## src/core/acd_pkg.sv

```systemverilog
// Purpose: Shared constants for the sample-clock and requantizer control.
// Assumes: 8-bit registers behind a 3-wire serial port, 13-bit addresses.
// Notes: Offsets of the power, duty, channel and status registers are local.
package acd_pkg;
  // Register offsets
  localparam logic [12:0] ACD_OFS_CHAN_SEL = 13'h0005;
  localparam logic [12:0] ACD_OFS_POWER = 13'h0008;
  localparam logic [12:0] ACD_OFS_CLK_SRC = 13'h0009;
  localparam logic [12:0] ACD_OFS_CLK_DIV = 13'h000B;
  localparam logic [12:0] ACD_OFS_DUTY_CTRL = 13'h0010;
  localparam logic [12:0] ACD_OFS_STATUS = 13'h0011;
  localparam logic [12:0] ACD_OFS_LINK_MODE = 13'h003A;
  localparam logic [12:0] ACD_OFS_NSR_CTRL = 13'h003C;
  localparam logic [12:0] ACD_OFS_NSR_TUNE = 13'h003E;
  // Field positions
  localparam int ACD_CLK_SRC_RF_BIT = 0;
  localparam int ACD_DUTY_EN_BIT = 0;
  localparam int ACD_SYNC_EN_BIT = 1;
  localparam int ACD_SYNC_EVERY_BIT = 2;
  localparam int ACD_NSR_EN_BIT = 0;
  localparam int ACD_NSR_WIDE_BIT = 1;
  localparam int ACD_TUNE_MSB = 5;
  // Reset values
  localparam logic [7:0] ACD_RST_CHAN_SEL = 8'h03;
  localparam logic [7:0] ACD_RST_POWER = 8'h00;
  localparam logic [7:0] ACD_RST_CLK_SRC = 8'h00;
  localparam logic [7:0] ACD_RST_CLK_DIV = 8'h00;
  localparam logic [7:0] ACD_RST_DUTY_CTRL = 8'h01;
  localparam logic [7:0] ACD_RST_LINK_MODE = 8'h00;
  localparam logic [7:0] ACD_RST_NSR_CTRL = 8'h00;
  localparam logic [7:0] ACD_RST_NSR_TUNE = 8'h00;
  // Power modes in the low bits of the power register
  typedef enum logic [1:0] {
    ACD_PWR_NORMAL = 2'h0,
    ACD_PWR_DOWN = 2'h1,
    ACD_PWR_STANDBY = 2'h2,
    ACD_PWR_RSVD = 2'h3
  } acd_pwr_mode_t;
  // Clock path
  localparam int ACD_RF_PREDIV = 4;
  localparam int ACD_DIV_MAX = 8;
  // Requantizer band, in half-percent steps of the sample rate
  localparam logic [5:0] ACD_TUNE_MAX = 6'd56;
  localparam logic [7:0] ACD_NARROW_CTR = 8'd22;
  localparam logic [7:0] ACD_NARROW_SPAN = 8'd44;
  localparam logic [7:0] ACD_WIDE_CTR = 8'd33;
  localparam logic [7:0] ACD_WIDE_SPAN = 8'd66;
  // 0.6 dB loss as a Q1.15 gain
  localparam logic [15:0] ACD_NSR_GAIN = 16'h7775;
  // Timing
  localparam int ACD_CLK_NS = 40;
  localparam int ACD_RELOCK_NS = 5000;
  localparam int ACD_RELOCK_CYC = ACD_RELOCK_NS / ACD_CLK_NS;
endpackage

```

## src/core/acd_clock_control.sv

```systemverilog
// Purpose: Sample-clock divider, duty stabilizer control, power modes and
//   per-channel noise shaping requantizer settings and scaling.
// Assumes: Clock edges arrive as one-cycle ticks; all pins synchronous.
// Notes: Registers reached only through the serial port.
// Overview of operation
// RL1: Direct clock ticks divide by programmed integer ratio one to eight.
// RL2: RF clock ticks pass a fixed divide-by-four, then the same divider.
// RL3: Source select at clock_source_select and divide ratio at clock_divide_ratio, host written.
// RL4: Ratio other than one forces the duty stabilizer on.
// RL5: Link-mode bits 1 and 2 pick every sync pulse or first after write.
// RL6: Accepted sync pulse returns divider counters to initial state.
// RL7: Enabled and locked stabilizer regenerates falling edge, half period; code only sets the regen flag, conv_clk_phase stays the divider phase.
// RL8: Stabilizer never locks while input clock rate is below 40 MHz.
// RL9: Host waits up to 5 us relock after clock rate change.
// RL10: Unlocked stabilizer is bypassed; raw duty cycle passes through.
// RL11: Power-down when pin high or serial control set; pin low resumes.
// RL12: Power-down stops reference, buffer, bias, clock; standby keeps ref.
// RL13: Each of the two channels has its own requantizer settings.
// RL14: Mode value 0 selects narrow band, 22 percent of sample rate.
// RL15: Mode value 1 selects wide band, 33 percent of sample rate.
// RL16: Six-bit tuning value, 57 valid values, half-percent steps.
// RL17: Narrow band: low edge 0.005 times value, centre +0.11, top +0.22.
// RL18: Wide band: same low edge, centre +0.165, top +0.33.
// RL19: Enabled requantizer attenuates output by 0.6 dB.
// RL20: After reset the direct clock input is selected.
// RL21: Tuning values above the highest valid one act as the highest.
`timescale 1ns/10ps
module acd_clock_control
  import acd_pkg::*;
#(
  parameter int NUM_CH = 2,
  parameter int SAMPLE_W = 11
) (
  // Clock and reset
  input wire logic clk,
  input wire logic sys_rst,
  // Serial port pins
  input wire logic spi_cs_n,
  input wire logic spi_sclk,
  input wire logic spi_sdio_i,
  output logic spi_sdio_o,
  output logic spi_sdio_oe,
  // Clock inputs as edge ticks, sync pulse, rate status
  input wire logic direct_clk_tick,
  input wire logic rf_clk_tick,
  input wire logic sysref_in,
  input wire logic clk_rate_ok,
  input wire logic clk_rate_change,
  // Power-down pin
  input wire logic power_down_request,
  // Converter clock
  output logic conv_clk_tick,
  output logic conv_clk_phase,
  output logic duty_cycle_stabilizer_regen,
  output logic duty_cycle_stabilizer_bypass,
  output logic duty_cycle_stabilizer_locked,
  // Power controls
  output logic ref_power_en,
  output logic ref_buf_en,
  output logic bias_en,
  output logic clk_power_en,
  // Per-channel requantizer
  input wire logic [NUM_CH*SAMPLE_W-1:0] sample_in,
  output logic [NUM_CH*SAMPLE_W-1:0] sample_out,
  output logic [NUM_CH-1:0] nsr_enable,
  output logic [NUM_CH-1:0] nsr_wide,
  output logic [NUM_CH*8-1:0] band_low,
  output logic [NUM_CH*8-1:0] band_center,
  output logic [NUM_CH*8-1:0] band_high
);
  if (NUM_CH < 1 || NUM_CH > 8 || SAMPLE_W < 2 || SAMPLE_W > 16) begin : g_chk
    $error("acd_clock_control: unsupported parameters");
  end

  logic reg_wr;
  logic [12:0] reg_addr;
  logic [7:0] reg_wdata;
  logic [7:0] reg_rdata;
  logic [7:0] chan_sel_q;
  logic [7:0] power_q;
  logic [7:0] clk_src_q;
  logic [7:0] clk_div_q;
  logic [7:0] duty_ctrl_q;
  logic [7:0] link_mode_q;
  logic [NUM_CH*8-1:0] nsr_ctrl_q;
  logic [NUM_CH*8-1:0] nsr_tune_q;
  logic sync_armed_q;
  logic sysref_q;
  logic sync_hit;
  logic [1:0] prediv_q;
  logic [2:0] div_cnt_q;
  logic phase_q;
  logic in_tick;
  logic pd_active;
  logic standby;
  logic duty_active;
  logic [7:0] relock_q;
  logic ratio_one;

  // Serial register port
  acd_serial_port u_port (
    .clk(clk),
    .sys_rst(sys_rst),
    .spi_cs_n(spi_cs_n),
    .spi_sclk(spi_sclk),
    .spi_sdio_i(spi_sdio_i),
    .spi_sdio_o(spi_sdio_o),
    .spi_sdio_oe(spi_sdio_oe),
    .reg_wr(reg_wr),
    .reg_addr(reg_addr),
    .reg_wdata(reg_wdata),
    .reg_rdata(reg_rdata)
  );

  // Global registers
  always_ff @(posedge clk) begin
    if (sys_rst) begin
      chan_sel_q <= ACD_RST_CHAN_SEL;
      power_q <= ACD_RST_POWER;
      clk_src_q <= ACD_RST_CLK_SRC; // [RL20]
      clk_div_q <= ACD_RST_CLK_DIV;
      duty_ctrl_q <= ACD_RST_DUTY_CTRL;
      link_mode_q <= ACD_RST_LINK_MODE;
    end else if (reg_wr) begin
      unique case (reg_addr)
        ACD_OFS_CHAN_SEL: chan_sel_q <= reg_wdata;
        ACD_OFS_POWER: power_q <= reg_wdata;
        ACD_OFS_CLK_SRC: clk_src_q <= reg_wdata; // [RL3]
        ACD_OFS_CLK_DIV: clk_div_q <= reg_wdata; // [RL3]
        ACD_OFS_DUTY_CTRL: duty_ctrl_q <= reg_wdata;
        ACD_OFS_LINK_MODE: link_mode_q <= reg_wdata;
        default: ;
      endcase
    end
  end

  // Per-channel requantizer registers, written to every selected channel
  genvar gc;
  generate
    for (gc = 0; gc < NUM_CH; gc++) begin : g_nsr_reg
      always_ff @(posedge clk) begin
        if (sys_rst) begin
          nsr_ctrl_q[gc*8 +: 8] <= ACD_RST_NSR_CTRL;
          nsr_tune_q[gc*8 +: 8] <= ACD_RST_NSR_TUNE;
        end else if (reg_wr && chan_sel_q[gc]) begin // [RL13]
          if (reg_addr == ACD_OFS_NSR_CTRL) begin
            nsr_ctrl_q[gc*8 +: 8] <= reg_wdata;
          end
          if (reg_addr == ACD_OFS_NSR_TUNE) begin
            nsr_tune_q[gc*8 +: 8] <= {2'b00, reg_wdata[ACD_TUNE_MSB:0]};
          end
        end
      end
    end
  endgenerate

  // Read mux; first selected channel answers, unmapped reads zero
  always_comb begin
    reg_rdata = 8'h00;
    unique case (reg_addr)
      ACD_OFS_CHAN_SEL: reg_rdata = chan_sel_q;
      ACD_OFS_POWER: reg_rdata = power_q;
      ACD_OFS_CLK_SRC: reg_rdata = clk_src_q;
      ACD_OFS_CLK_DIV: reg_rdata = clk_div_q;
      ACD_OFS_DUTY_CTRL: reg_rdata = duty_ctrl_q;
      ACD_OFS_LINK_MODE: reg_rdata = link_mode_q;
      ACD_OFS_STATUS: reg_rdata = {4'h0, pd_active, sync_armed_q,
        duty_cycle_stabilizer_bypass, duty_cycle_stabilizer_locked};
      ACD_OFS_NSR_CTRL: begin
        for (int i = NUM_CH - 1; i >= 0; i--) begin
          if (chan_sel_q[i]) begin
            reg_rdata = nsr_ctrl_q[i*8 +: 8];
          end
        end
      end
      ACD_OFS_NSR_TUNE: begin
        for (int i = NUM_CH - 1; i >= 0; i--) begin
          if (chan_sel_q[i]) begin
            reg_rdata = nsr_tune_q[i*8 +: 8];
          end
        end
      end
      default: reg_rdata = 8'h00;
    endcase
  end

  // Sync pulse rising edge and one-shot arming
  always_ff @(posedge clk) begin
    if (sys_rst) begin
      sysref_q <= 1'b0;
      sync_armed_q <= 1'b0;
    end else begin
      sysref_q <= sysref_in;
      if (reg_wr && reg_addr == ACD_OFS_LINK_MODE) begin
        sync_armed_q <= 1'b1; // [RL5]
      end else if (sync_hit) begin
        sync_armed_q <= 1'b0;
      end
    end
  end
  assign sync_hit = sysref_in && !sysref_q &&
    link_mode_q[ACD_SYNC_EN_BIT] &&
    (link_mode_q[ACD_SYNC_EVERY_BIT] || sync_armed_q); // [RL5]

  // Fixed RF predivider
  always_ff @(posedge clk) begin
    if (sys_rst || sync_hit) begin
      prediv_q <= 2'd0; // [RL6]
    end else if (rf_clk_tick) begin
      prediv_q <= prediv_q + 2'd1; // [RL2]
    end
  end
  assign in_tick = clk_src_q[ACD_CLK_SRC_RF_BIT] ?
    (rf_clk_tick && prediv_q == 2'(ACD_RF_PREDIV - 1)) :
    direct_clk_tick; // [RL2]

  // Programmable 1-to-8 divider; ratio is field value plus one
  always_ff @(posedge clk) begin
    if (sys_rst || sync_hit) begin
      div_cnt_q <= 3'd0; // [RL6]
      conv_clk_tick <= 1'b0;
      phase_q <= 1'b0;
    end else begin
      conv_clk_tick <= 1'b0;
      if (in_tick && clk_power_en) begin
        if (div_cnt_q == clk_div_q[2:0]) begin
          div_cnt_q <= 3'd0; // [RL1]
          conv_clk_tick <= 1'b1;
          phase_q <= 1'b1;
        end else begin
          div_cnt_q <= div_cnt_q + 3'd1;
          if (div_cnt_q >= (clk_div_q[2:0] >> 1)) begin
            phase_q <= 1'b0;
          end
        end
      end
    end
  end

  // Duty stabilizer: forced on by ratio, lock after relock time
  assign ratio_one = clk_div_q[2:0] == 3'd0;
  assign duty_active = duty_ctrl_q[ACD_DUTY_EN_BIT] || !ratio_one; // [RL4]
  always_ff @(posedge clk) begin
    if (sys_rst || !clk_rate_ok || clk_rate_change || !clk_power_en ||
        (reg_wr && (reg_addr == ACD_OFS_CLK_SRC ||
        reg_addr == ACD_OFS_CLK_DIV))) begin
      relock_q <= 8'(ACD_RELOCK_CYC); // [RL8] [RL9]
    end else if (relock_q != 8'd0) begin
      relock_q <= relock_q - 8'd1;
    end
  end
  assign duty_cycle_stabilizer_locked = relock_q == 8'd0 && clk_rate_ok;
  assign duty_cycle_stabilizer_regen = duty_active &&
    duty_cycle_stabilizer_locked; // [RL7]
  assign duty_cycle_stabilizer_bypass = !duty_cycle_stabilizer_regen; // [RL10]
  // Divider phase drives the output, the same whether regenerated or not
  assign conv_clk_phase = phase_q;

  // Power-down and standby
  assign pd_active = power_down_request ||
    power_q[1:0] == ACD_PWR_DOWN; // [RL11]
  assign standby = !pd_active && power_q[1:0] == ACD_PWR_STANDBY;
  assign ref_power_en = !pd_active; // [RL12]
  assign ref_buf_en = !pd_active && !standby; // [RL12]
  assign bias_en = !pd_active && !standby;
  assign clk_power_en = !pd_active && !standby;

  // Per-channel band placement and output scaling
  generate
    for (gc = 0; gc < NUM_CH; gc++) begin : g_nsr
      logic [5:0] tune_c;
      logic [7:0] low_c;
      logic signed [SAMPLE_W-1:0] smp;
      logic signed [SAMPLE_W+16:0] prod;
      logic [SAMPLE_W-1:0] out_q;
      logic [7:0] low_q;
      logic [7:0] ctr_q;
      logic [7:0] high_q;
      assign tune_c = nsr_tune_q[gc*8 +: 6] > ACD_TUNE_MAX ?
        ACD_TUNE_MAX : nsr_tune_q[gc*8 +: 6]; // [RL16] [RL21]
      assign low_c = {2'b00, tune_c}; // [RL17] [RL18]
      assign nsr_enable[gc] = nsr_ctrl_q[gc*8 + ACD_NSR_EN_BIT];
      assign nsr_wide[gc] = nsr_ctrl_q[gc*8 + ACD_NSR_WIDE_BIT];
      assign smp = sample_in[gc*SAMPLE_W +: SAMPLE_W];
      assign prod = smp * $signed({1'b0, ACD_NSR_GAIN});
      // Band edges in half-percent units of the sample rate
      always_ff @(posedge clk) begin
        if (sys_rst) begin
          low_q <= 8'h00;
          ctr_q <= 8'h00;
          high_q <= 8'h00;
        end else if (nsr_wide[gc]) begin
          low_q <= low_c;
          ctr_q <= low_c + ACD_WIDE_CTR; // [RL15] [RL18]
          high_q <= low_c + ACD_WIDE_SPAN;
        end else begin
          low_q <= low_c;
          ctr_q <= low_c + ACD_NARROW_CTR; // [RL14] [RL17]
          high_q <= low_c + ACD_NARROW_SPAN;
        end
      end
      // Sample scaling, 0.6 dB down while enabled
      always_ff @(posedge clk) begin
        if (sys_rst) begin
          out_q <= '0;
        end else if (nsr_enable[gc]) begin
          out_q <= prod[SAMPLE_W+14:15]; // [RL19]
        end else begin
          out_q <= smp;
        end
      end
      assign band_low[gc*8 +: 8] = low_q;
      assign band_center[gc*8 +: 8] = ctr_q;
      assign band_high[gc*8 +: 8] = high_q;
      assign sample_out[gc*SAMPLE_W +: SAMPLE_W] = out_q;
    end
  endgenerate
endmodule // acd_clock_control

```

## src/core/acd_serial_port.sv

```systemverilog
// Purpose: 3-wire serial register port: 16-bit instruction, one data byte.
// Assumes: Port pins synchronous to clk, sclk well below clk/4.
// Notes: Data in on sclk rise, out on sclk fall, MSB first.
`timescale 1ns/10ps
module acd_serial_port
  import acd_pkg::*;
(
  // Clock and reset
  input wire logic clk,
  input wire logic sys_rst,
  // Serial pins
  input wire logic spi_cs_n,
  input wire logic spi_sclk,
  input wire logic spi_sdio_i,
  output logic spi_sdio_o,
  output logic spi_sdio_oe,
  // Register side
  output logic reg_wr,
  output logic [12:0] reg_addr,
  output logic [7:0] reg_wdata,
  input wire logic [7:0] reg_rdata
);
  logic sclk_q;
  logic [4:0] cnt_q;
  logic [15:0] instr_q;
  logic [7:0] shift_q;
  logic rd_q;
  logic rise;
  logic fall;

  // Edge detect on the synchronous serial clock
  always_ff @(posedge clk) begin
    if (sys_rst) begin
      sclk_q <= 1'b0;
    end else begin
      sclk_q <= spi_sclk;
    end
  end
  assign rise = spi_sclk & ~sclk_q & ~spi_cs_n;
  assign fall = ~spi_sclk & sclk_q & ~spi_cs_n;

  // Bit counter and shifting
  always_ff @(posedge clk) begin
    if (sys_rst || spi_cs_n) begin
      cnt_q <= 5'd0;
      instr_q <= 16'h0000;
      shift_q <= 8'h00;
      rd_q <= 1'b0;
    end else if (rise) begin
      if (cnt_q < 5'd16) begin
        instr_q <= {instr_q[14:0], spi_sdio_i};
      end else if (!rd_q) begin
        shift_q <= {shift_q[6:0], spi_sdio_i};
      end
      if (cnt_q != 5'd24) begin
        cnt_q <= cnt_q + 5'd1;
      end
    end else if (fall) begin
      if (cnt_q == 5'd16) begin
        rd_q <= instr_q[15];
        shift_q <= reg_rdata;
      end else if (rd_q && cnt_q > 5'd16) begin
        shift_q <= {shift_q[6:0], 1'b0};
      end
    end
  end

  // Write strobe once the data byte is complete
  always_ff @(posedge clk) begin
    if (sys_rst) begin
      reg_wr <= 1'b0;
      reg_wdata <= 8'h00;
    end else begin
      reg_wr <= rise && cnt_q == 5'd23 && !instr_q[15];
      reg_wdata <= {shift_q[6:0], spi_sdio_i};
    end
  end

  assign reg_addr = instr_q[12:0];
  assign spi_sdio_o = shift_q[7];
  assign spi_sdio_oe = rd_q & ~spi_cs_n;
endmodule // acd_serial_port

```

## config.mk

```make
export PLATFORM = sky130hd
export DESIGN_NAME = acd_clock_control
export DESIGN_NICKNAME = d
export VERILOG_FILES = /design/src/core/acd_pkg.sv /design/src/core/acd_clock_control.sv /design/src/core/acd_serial_port.sv
export SDC_FILE = /design/constraint.sdc
export NUM_CORES = 1
export LEC_CHECK = 0
export ABC_AREA = 1
export BUFFER_PORTS_ARGS = -buffer_cell sky130_fd_sc_hd__buf_2
export CORE_ASPECT_RATIO = 2
export CORE_MARGIN = 4
export CORE_UTILIZATION = 45
export DETAILED_ROUTE_END_ITERATION = 10
export MAX_ROUTING_LAYER = met4
export PLACE_DENSITY = 0.65
export SLEW_MARGIN = 10
export SYNTH_ARGS = -nofsm -noshare
export SYNTH_HDL_FRONTEND = slang
export SYNTH_SLANG_ARGS = --single-unit
```

## constraint.sdc

```tcl
create_clock -name clk -period 10.97 [get_ports clk]
set_input_delay 2.7425 -clock clk [delete_from_list [all_inputs] [get_ports clk]]
set_output_delay 2.7425 -clock clk [all_outputs]
set_load 0.02 [all_outputs]
```

== Yosys cells after proc, flatten, opt, wreduce, memory -nomap -nowiden ==
Cells that the tools add are included.
Word-level totals
  bits in registers: 203
  bits of input ports: 33
  output and inout bits: 85
  logic and storage cells: 164
Operators by class
  $add $sub $neg: 12
  multipliers: 2
  order comparisons: 5
  equal/unequal tests: 18
  multiplexer cells: 26
  bitwise operators: 10
  reduce and logical (&&, ||, !) cells: 57
Operators by type and width (number)
  8-bit two-way mux: 11
  8-bit one-hot mux with 9 select lines: 1
  11-bit by 16-bit multiplier with 26-bit output (second input constant): 2
  13-bit by 4-bit == test with 1-bit output (second input constant): 3
  13-bit by 6-bit == test with 1-bit output (second input constant): 3
  6-bit by 6-bit adder with 7-bit output (second input constant): 4
  13-bit by 5-bit == test with 1-bit output (second input constant): 2
  2-bit AND reduction: 13
  11-bit two-way mux: 2
  6-bit two-way mux: 3
  6-bit by 7-bit adder with 8-bit output (second input constant): 2
  1-bit logical AND: 16
  6-bit by 5-bit adder with 7-bit output (second input constant): 2
  7-bit two-way mux: 2
  13-bit by 3-bit == test with 1-bit output (second input constant): 1
  6-bit greater-than comparator (second input constant): 2
  5-bit == test (second input constant): 2
  1-bit logical OR: 10
  1-bit zero test: 8
  8-bit zero test: 1
  8-bit nonzero test: 1
  8-bit by 1-bit subtractor with 8-bit output (second input constant): 1
  1-bit two-way mux: 6
  2-bit nonzero test: 3
  19 further kinds: 29

== Logic depth before layout (Yosys ltp) ==
Gate-level depths: netlist of the first run.
  word-level depth: 9
  depth in mapped cells: 24
  depth with buffers taken out: 24

== By module ==
From an unflattened synthesis of the first run, not the netlist that was laid out.
Unflattened totals
  cells, all modules: 2033
  area total of the unflattened synthesis: 15795.1 um^2
Modules (own cells, without submodules)
  acd_clock_control: instances 1, cells each 1801, area an instance 14009.7 um^2
  acd_serial_port: instances 1, cells each 232, area an instance 1785.5 um^2

== Least setup slack after synthesis of the first run ==
No wires, ideal clock.
  path type: in2reg
  from: input port sample_in[13]
  to: register g_nsr[1].out_q[6]
  library setup time: 115 ps
  data arrival time: 6609 ps
  required time: 10855 ps
  setup slack: 4245 ps
  cell stages on the path: 16
  path through: fa_1 -> fa_1 -> inv_1 -> fa_1 -> fa_1 -> fa_1 -> inv_1 -> ha_1 -> nand2_1 -> nor2_1 -> and2_1 -> nand4_1 -> nand3_1 -> nor2_1 -> o21ai_0 -> inv_1
Between the ends
  cells in the longest elaborated chain, start to end: 2
Ends and longest elaborated chain
  from (decl): RTL line acd_clock_control.sv:63  | input wire logic [NUM_CH*SAMPLE_W-1:0] sample_in,
  11-bit by 16-bit multiplier with 26-bit output: RTL line acd_clock_control.sv:285  | assign prod = smp * $signed({1'b0, ACD_NSR_GAIN});
  11-bit two-way mux: RTL line acd_clock_control.sv:306  | end else if (nsr_enable[gc]) begin
  to (signal assigned): RTL line acd_clock_control.sv:307  | out_q <= prod[SAMPLE_W+14:15];
  to (signal assigned): RTL line acd_clock_control.sv:309  | out_q <= smp;
  to (decl): RTL line acd_clock_control.sv:275  | logic [SAMPLE_W-1:0] out_q;
No other way between the ends.
A chain may end at the register's enable or synchronous reset.

== Final worst setup path of the first run ==
  from: input port sample_in[5]
  to: register g_nsr[0].out_q[6]
Between the ends
  cells in the longest elaborated chain, start to end: 2
Ends and longest elaborated chain (RTL line)
  11-bit by 16-bit multiplier with 26-bit output: acd_clock_control.sv:285
  11-bit two-way mux: acd_clock_control.sv:306
  to (signal assigned): acd_clock_control.sv:307
  to (signal assigned): acd_clock_control.sv:309
  to (decl): acd_clock_control.sv:275
No other way between the ends.

==> results.txt, run 1 <==
Number of core rows -> 95
Power density over the cells -> 217 nW/um2
Cell taking the most area after synthesis -> dfxtp_1
Die area -> 37200 um2
Vias/cell -> 5.22
Met3 wire length -> 1350 um
Layout area overhead -> 9.40%
Synth cell types -> 51
Port Buffers -> 111
Post-synthesis xor/xnor area fraction -> 0.0109
Synth Area in Compound Gates -> 0.137
Hold path start -> u_port.cnt_q[3]
Die Wd -> 138 um
Max cap viols -> 0
Clock Skew -> 0.0114 ns
DIE HEIGHT -> 269 um
Clock buffer count from CTS -> 17
Via count -> 13400
Post-synth top area share -> 0.255
Worst setup path start -> sample_in[5]
Largest net degree at the start of global routing -> 73
Top_reg_cell synth -> dfxtp_1
Post-synthesis sequential area ratio -> 0.255
Min Tclk post-route -> 7.34 ns
RSZ-0062 raised after global routing -> no
Starting density of the core -> 0.455
Crit-path slowest cell -> fa_1
TritonCTS clock tree -> yes
R2r endpoint -> u_port.shift_q[3]
# resized after CTS -> 0
Post-layout net count -> 2417
Top-count cell post-synth -> inv_1
Core Area -> 33600 um2
Setup TNS -> 0 ns
Slew @ Worst Pin -> 0.880 ns
Placed insts -> 2528
Post-route ant nets -> 0
Req. time, crit path -> 11.29 ns
FF+latch count, synth -> 195
Post-Syn Area -> 15300 um2
Max VDD drop -> 125 uV
Fin. Hold Viols -> 0
Crit-path max cell delay -> 0.55 ns
Register area -> 3900 um2
Final slew viol count -> 0
Max clock buf depth -> 2
First-pass GRT wire length -> 70400 um
Routed length on met2 -> 24500 um
Status -> completed
Post-DP HPWL -> 37000 um
Largest cells by area after synthesis -> dfxtp_1 25%, fa_1 15%, ha_1 13%, inv_1 11%, nand2_1 7.4%
Post-synth ARST share -> 0
Max Used Layer -> met4
Crit-path cells -> buf_2, inv_1, fa_1, inv_1, fa_1, fa_1, fa_1, inv_1, fa_1, inv_1, ha_1, a21oi_1, o21ai_0, inv_1, nand2_1, nand2_1, nand3_1, nand2_1, nand2_1, o21ai_0, inv_1
Synthesized-area fraction occupied by and/or/nand/nor cells -> 0.190
Rel. slew slack -> 0.411
Root buffer cell -> clkbuf_16
GRT Residual Overflow -> 0
Post-route DRC -> 0
Tot GR Track Use -> 0.248
Final WL -> 44900 um
Critical Path AT -> 7.67 ns
DR WL/cell -> 17.5 um
Post-DP Area -> 16100 um2
Final std cells w/o fill -> 2560
Vias in the first global route -> 13600
Cell area after layout -> 16800 um2
Post-synthesis mux area share -> 0.000653
CP Launch Type -> input pin
H-tree Lvls -> 4
Worst hold path stage count -> 1
Final worst path period share -> 0.669
DR iter-0 viols -> 681
Final Setup Violations -> 0
GPL Wtd Cong -> 1.00
Final Util -> 0.498
Critical path fanouts, max -> 4
Post-synth EDFFs -> 0
Post-Synthesis Cells -> 2038
Hold WC Path Type -> register to register
Antenna cells -> 0
DRT met1 WL -> 15900 um
Fill cells -> 3379
Register-to-Register Path Depth -> 9
Max Freq -> 136 MHz
Crit path capture type -> register
R2R Setup Slk -> 8.57 ns
Clk_lat worst skew -> 0.46 ns
Initial DRT Pass Iterations -> 5
Hold WS -> 0.433 ns
Most frequent CP cell -> inv_1
Initial antenna violation count -> 0
Worst reg2reg startpoint -> u_port.instr_q[10]
Layout cells sized above 1 -> 0.0918
Main combinational cell family by area after synthesis -> adder cells
Ports -> 118
Setup Buffers After CTS -> 0
Multi-input gate area in the final layout -> 9460 um2
Critical path type -> input pin to register
Reg clk slew, reported paths -> 0.08 ns
Pleak -> 8.39 nW
Adder-cell share of the synthesized area -> 0.278
Total clock sinks -> 195
Post-synthesis average cell area -> 7.52 um2
Worst hold endpoint -> u_port.reg_wr
# hold bufs at CTS -> 0
Yosys warns -> 0
Post-synth top cells -> 433 x inv_1, 300 x nand2_1, 195 x dfxtp_1
## flip-flops by register name (all words and copies together), names as in the netlist, 5 cells and up
signal            cells
link_mode_q           8
clk_src_q             8
u_port.cnt_q          5
u_port.instr_q       16
duty_ctrl_q           8
g_nsr.low_q          12
u_port.shift_q        8
power_q               8
chan_sel_q            8
clk_div_q             8
u_port.reg_wdata      8
g_nsr.out_q          22
nsr_ctrl_q           12
g_nsr.ctr_q          14
nsr_tune_q           12
relock_q              8
g_nsr.high_q         14
## per-layer routing
metal  up-vias  GRT usage
met5         -          -
met4         0      0.162
met3       162     0.0272
met2       375      0.465
met1      6241      0.239
li1       6578          -
## power by group
group	internal [mW]	total [mW]	switching, mW
Clock	0.328	0.651	0.323
Sequential	0.717	0.724	0.00612
Combinational	0.790	2.27	1.48
## area by class of cell
class	count	area share
multi-input combinational	1343	0.565
inverter	439	0.0985
timing repair buffer	115	0.0349
clock inverter	15	0.0111
tap	436	0.0326
sequential	195	0.233
clock buffer	17	0.0254
## kinds of logic (layout without fill, tap and decap cells)
logic type,Yosys count,count (layout)
AND/OR/NAND/NOR,660,660
buffers and inverters,505,586
AO/OA/AOI/OAI,384,384
adder cells (fa/ha/maj),273,273
flip-flops,195,195
XOR/XNOR,19,19
other,1,6
multiplexers,1,1
## stage by stage
| stage | power (mW) | setup WS [ns] |
|---|---|---|
| floorplan | 2.40 | 4.25 |
| global placement | 2.98 | 3.26 |
| detailed placement | 2.99 | 3.23 |
| CTS | 3.66 | 3.71 |
| global route | 4.00 | 3.52 |
| finish | 3.64 | 3.63 |
## worst max-delay path by stage
| stage | endpoint | slack (ns) | cells past startpoint |
|---|---|---|---|
| floorplan | g_nsr[1].out_q[6] | 4.25 | 16 |
| finish | g_nsr[0].out_q[6] | 3.63 | 21 |
| CTS | g_nsr[0].out_q[6] | 3.71 | 21 |
| global route | g_nsr[0].out_q[6] | 3.52 | 17 |
| global placement | g_nsr[0].out_q[6] | 3.26 | 19 |
| detailed placement | g_nsr[0].out_q[6] | 3.23 | 21 |
## critical path: cells and delay by family
| family | cells | cell delay (ns) |
|---|---|---|
| AO/OA/AOI/OAI | 3 | 0.92 |
| adder cells (fa/ha/maj) | 6 | 2.84 |
| AND/OR/NAND/NOR | 5 | 0.45 |
| buffers and inverters | 7 | 0.71 |
## cells in the final DEF, fill, tap and decap left out, types with 5 or more instances in the layout
| cell type | n |
|---|---|
| dfxtp_1 | 195 |
| nor3b_1 | 6 |
| xnor2_1 | 11 |
| o22ai_1 | 10 |
| inv_2 | 5 |
| o21ai_0 | 154 |
| a21oi_2 | 8 |
| a21oi_1 | 161 |
| nor2_2 | 8 |
| nand3_1 | 109 |
| o21bai_1 | 7 |
| buf_2 | 111 |
| nor2_4 | 7 |
| inv_1 | 432 |
| nor4_1 | 6 |
| nor2_1 | 168 |
| conb_1 | 6 |
| nand4_1 | 13 |
| nor3_1 | 21 |
| clkbuf_16 | 17 |
| o211ai_1 | 9 |
| fa_1 | 112 |
| ha_1 | 161 |
| a211oi_1 | 9 |
| nand2_1 | 300 |
| xor2_1 | 8 |
No activity file was read; power rests on OpenSTA's default activity.
==> run 2, diff against run 1 <==
Clock period 10.97 ns to 7.1 ns, I/O delays scaled along.
==> run 2 against run 1 <==
Routed wire length shrank 1.3%. Sequential cell count is the same. Setup slack lost 2.7 ns. Critical path depth shrank 4. Clock skew shrank 0.0019 ns. Critical path type unchanged. Design area is essentially flat. Worst hold slack lost 0.0072 ns. Via count is essentially flat. Power grew 54%. Register-to-register slack lost 4.0 ns. Sequential share of layout area is essentially flat.
==> results.txt, run 2 (synthesized netlist as in run 1, its figures left out) <==
Status -> completed
Tot GR Track Use -> 0.248
CP Launch Type -> input pin
Fin. Hold Viols -> 0
Core Area -> 33600 um2
Max cap viols -> 0
Crit-path slowest cell -> fa_1
Power density over the cells -> 335 nW/um2
Clock Skew -> 0.00944 ns
Post-route DRC -> 0
Cell area after layout -> 16700 um2
Commonest non-fill, non-tap cell in the layout -> inv_1
Rel. slew slack -> 0.402
DRT met1 WL -> 15700 um
Final WL -> 44300 um
Met3 wire length -> 1170 um
Routed length on met2 -> 24400 um
# hold bufs at CTS -> 0
DR WL/cell -> 17.3 um
RSZ-0062 raised after global routing -> no
Final worst path period share -> 0.868
Pwr Total -> 5.62 mW
DR iter-0 viols -> 678
Ports -> 118
Largest net degree at the start of global routing -> 80
DIE HEIGHT -> 269 um
Most flops, register -> g_nsr.out_q
Die Wd -> 138 um
Crit-path max cell delay -> 0.60 ns
Clk_lat worst skew -> 0.46 ns
Pleak -> 8.38 nW
Starting density of the core -> 0.455
Initial DRT Pass Iterations -> 6
Root buffer cell -> clkbuf_16
Post-layout net count -> 2416
TritonCTS clock tree -> yes
Layout cells sized above 1 -> 0.0914
GPL Wtd Cong -> 0.967
Number of core rows -> 95
Critical Path AT -> 6.51 ns
# resized after CTS -> 0
Max Freq -> 162 MHz
Crit-path cells -> buf_2, fa_1, fa_1, inv_1, fa_1, fa_1, fa_1, inv_1, ha_1, nand2_1, nor2_1, and2_1, nand4_1, nand3_1, nor2_1, o21ai_0, inv_1
Worst setup path start -> sample_in[2]
Post-DP Area -> 16100 um2
Die area -> 37200 um2
Slew @ Worst Pin -> 0.893 ns
Post-DP HPWL -> 36800 um
Final slew viol count -> 0
Via count -> 13400
Critical path fanouts, max -> 6
Max clock buf depth -> 2
Worst reg2reg startpoint -> u_port.instr_q[10]
First-pass GRT wire length -> 70800 um
R2R Setup Slk -> 4.61 ns
Largest regs -> g_nsr.out_q x22, u_port.instr_q x16
Hold WC Path Type -> register to register
Most frequent CP cell -> fa_1
Vias/cell -> 5.22
Worst hold path stage count -> 1
R2r endpoint -> clk_div_q[0]
Clock buffer count from CTS -> 17
Total clock sinks -> 195
Initial antenna violation count -> 0
CP top delay family -> adder cells
Setup Buffers After CTS -> 0
Min Tclk post-route -> 6.16 ns
Crit path capture type -> register
Antenna cells -> 0
Port Buffers -> 111
Register-to-Register Path Depth -> 9
GRT Residual Overflow -> 0
Max VDD drop -> 194 uV
Largest register FFs -> 22
Worst path depth -> 17
Req. time, crit path -> 7.45 ns
Layout area overhead -> 9.35%
Crit path to -> g_nsr[0].out_q[6]
Buffer and inverter count on the worst path -> 4
Final Setup Violations -> 0
Max Used Layer -> met4
Post-route ant nets -> 0
Vias in the first global route -> 13700
Reg clk slew, reported paths -> 0.08 ns
H-tree Lvls -> 4
Most frequent cells in the layout -> 432 x inv_1, 300 x nand2_1, 195 x dfxtp_1
Critical path type -> input pin to register
Setup TNS -> 0 ns
run 2: report_power, final:
group,internal [mW],total (mW),switching [mW],leakage (nW)
combinational,1.22,3.48,2.26,6.50
clock,0.555,1.02,0.460,0.292
sequential,1.11,1.12,0.00950,1.58
total,2.88,5.62,2.73,8.38
run 2: routing by layer:
metal | up-vias | GRT usage
li1 | 6565 | -
met1 | 6294 | 0.239
met2 | 340 | 0.470
met3 | 156 | 0.0245
met4 | 0 | 0.157
met5 | - | -
run 2: worst min-delay path by stage:
stage / start / to / slack [ns]
6_report: u_port.cnt_q[3] / u_port.reg_wr / 0.43
5_1_grt: u_port.cnt_q[3] / u_port.reg_wr / 0.43
4_1_cts: u_port.cnt_q[3] / u_port.reg_wr / 0.43
3_5_place_dp: u_port.cnt_q[3] / u_port.reg_wr / 0.42
3_3_place_gp: u_port.cnt_q[3] / u_port.reg_wr / 0.43
2_1_floorplan: u_port.cnt_q[3] / u_port.reg_wr / 0.40
run 2: final cells by class:
class	count	area [um2]
timing repair buffer	114	578
inverter	439	1650
multi-input combinational	1343	9460
clock inverter	12	143
sequential	195	3900
tap	436	546
clock buffer	20	467
fill	3353	16900
run 2: through the flow:
step | hold WS, ns | utilization | cells | setup slack, ns
final | 0.426 | 0.498 | 2559 | 0.939
after global routing | 0.434 | 0.498 | 2559 | 0.790
after floorplan | 0.397 | - | 2043 | 1.34
after CTS | 0.428 | 0.498 | 2559 | 0.935
after global placement | 0.425 | 0.480 | 2527 | 0.469
after detailed placement | 0.417 | 0.480 | 2527 | 0.456
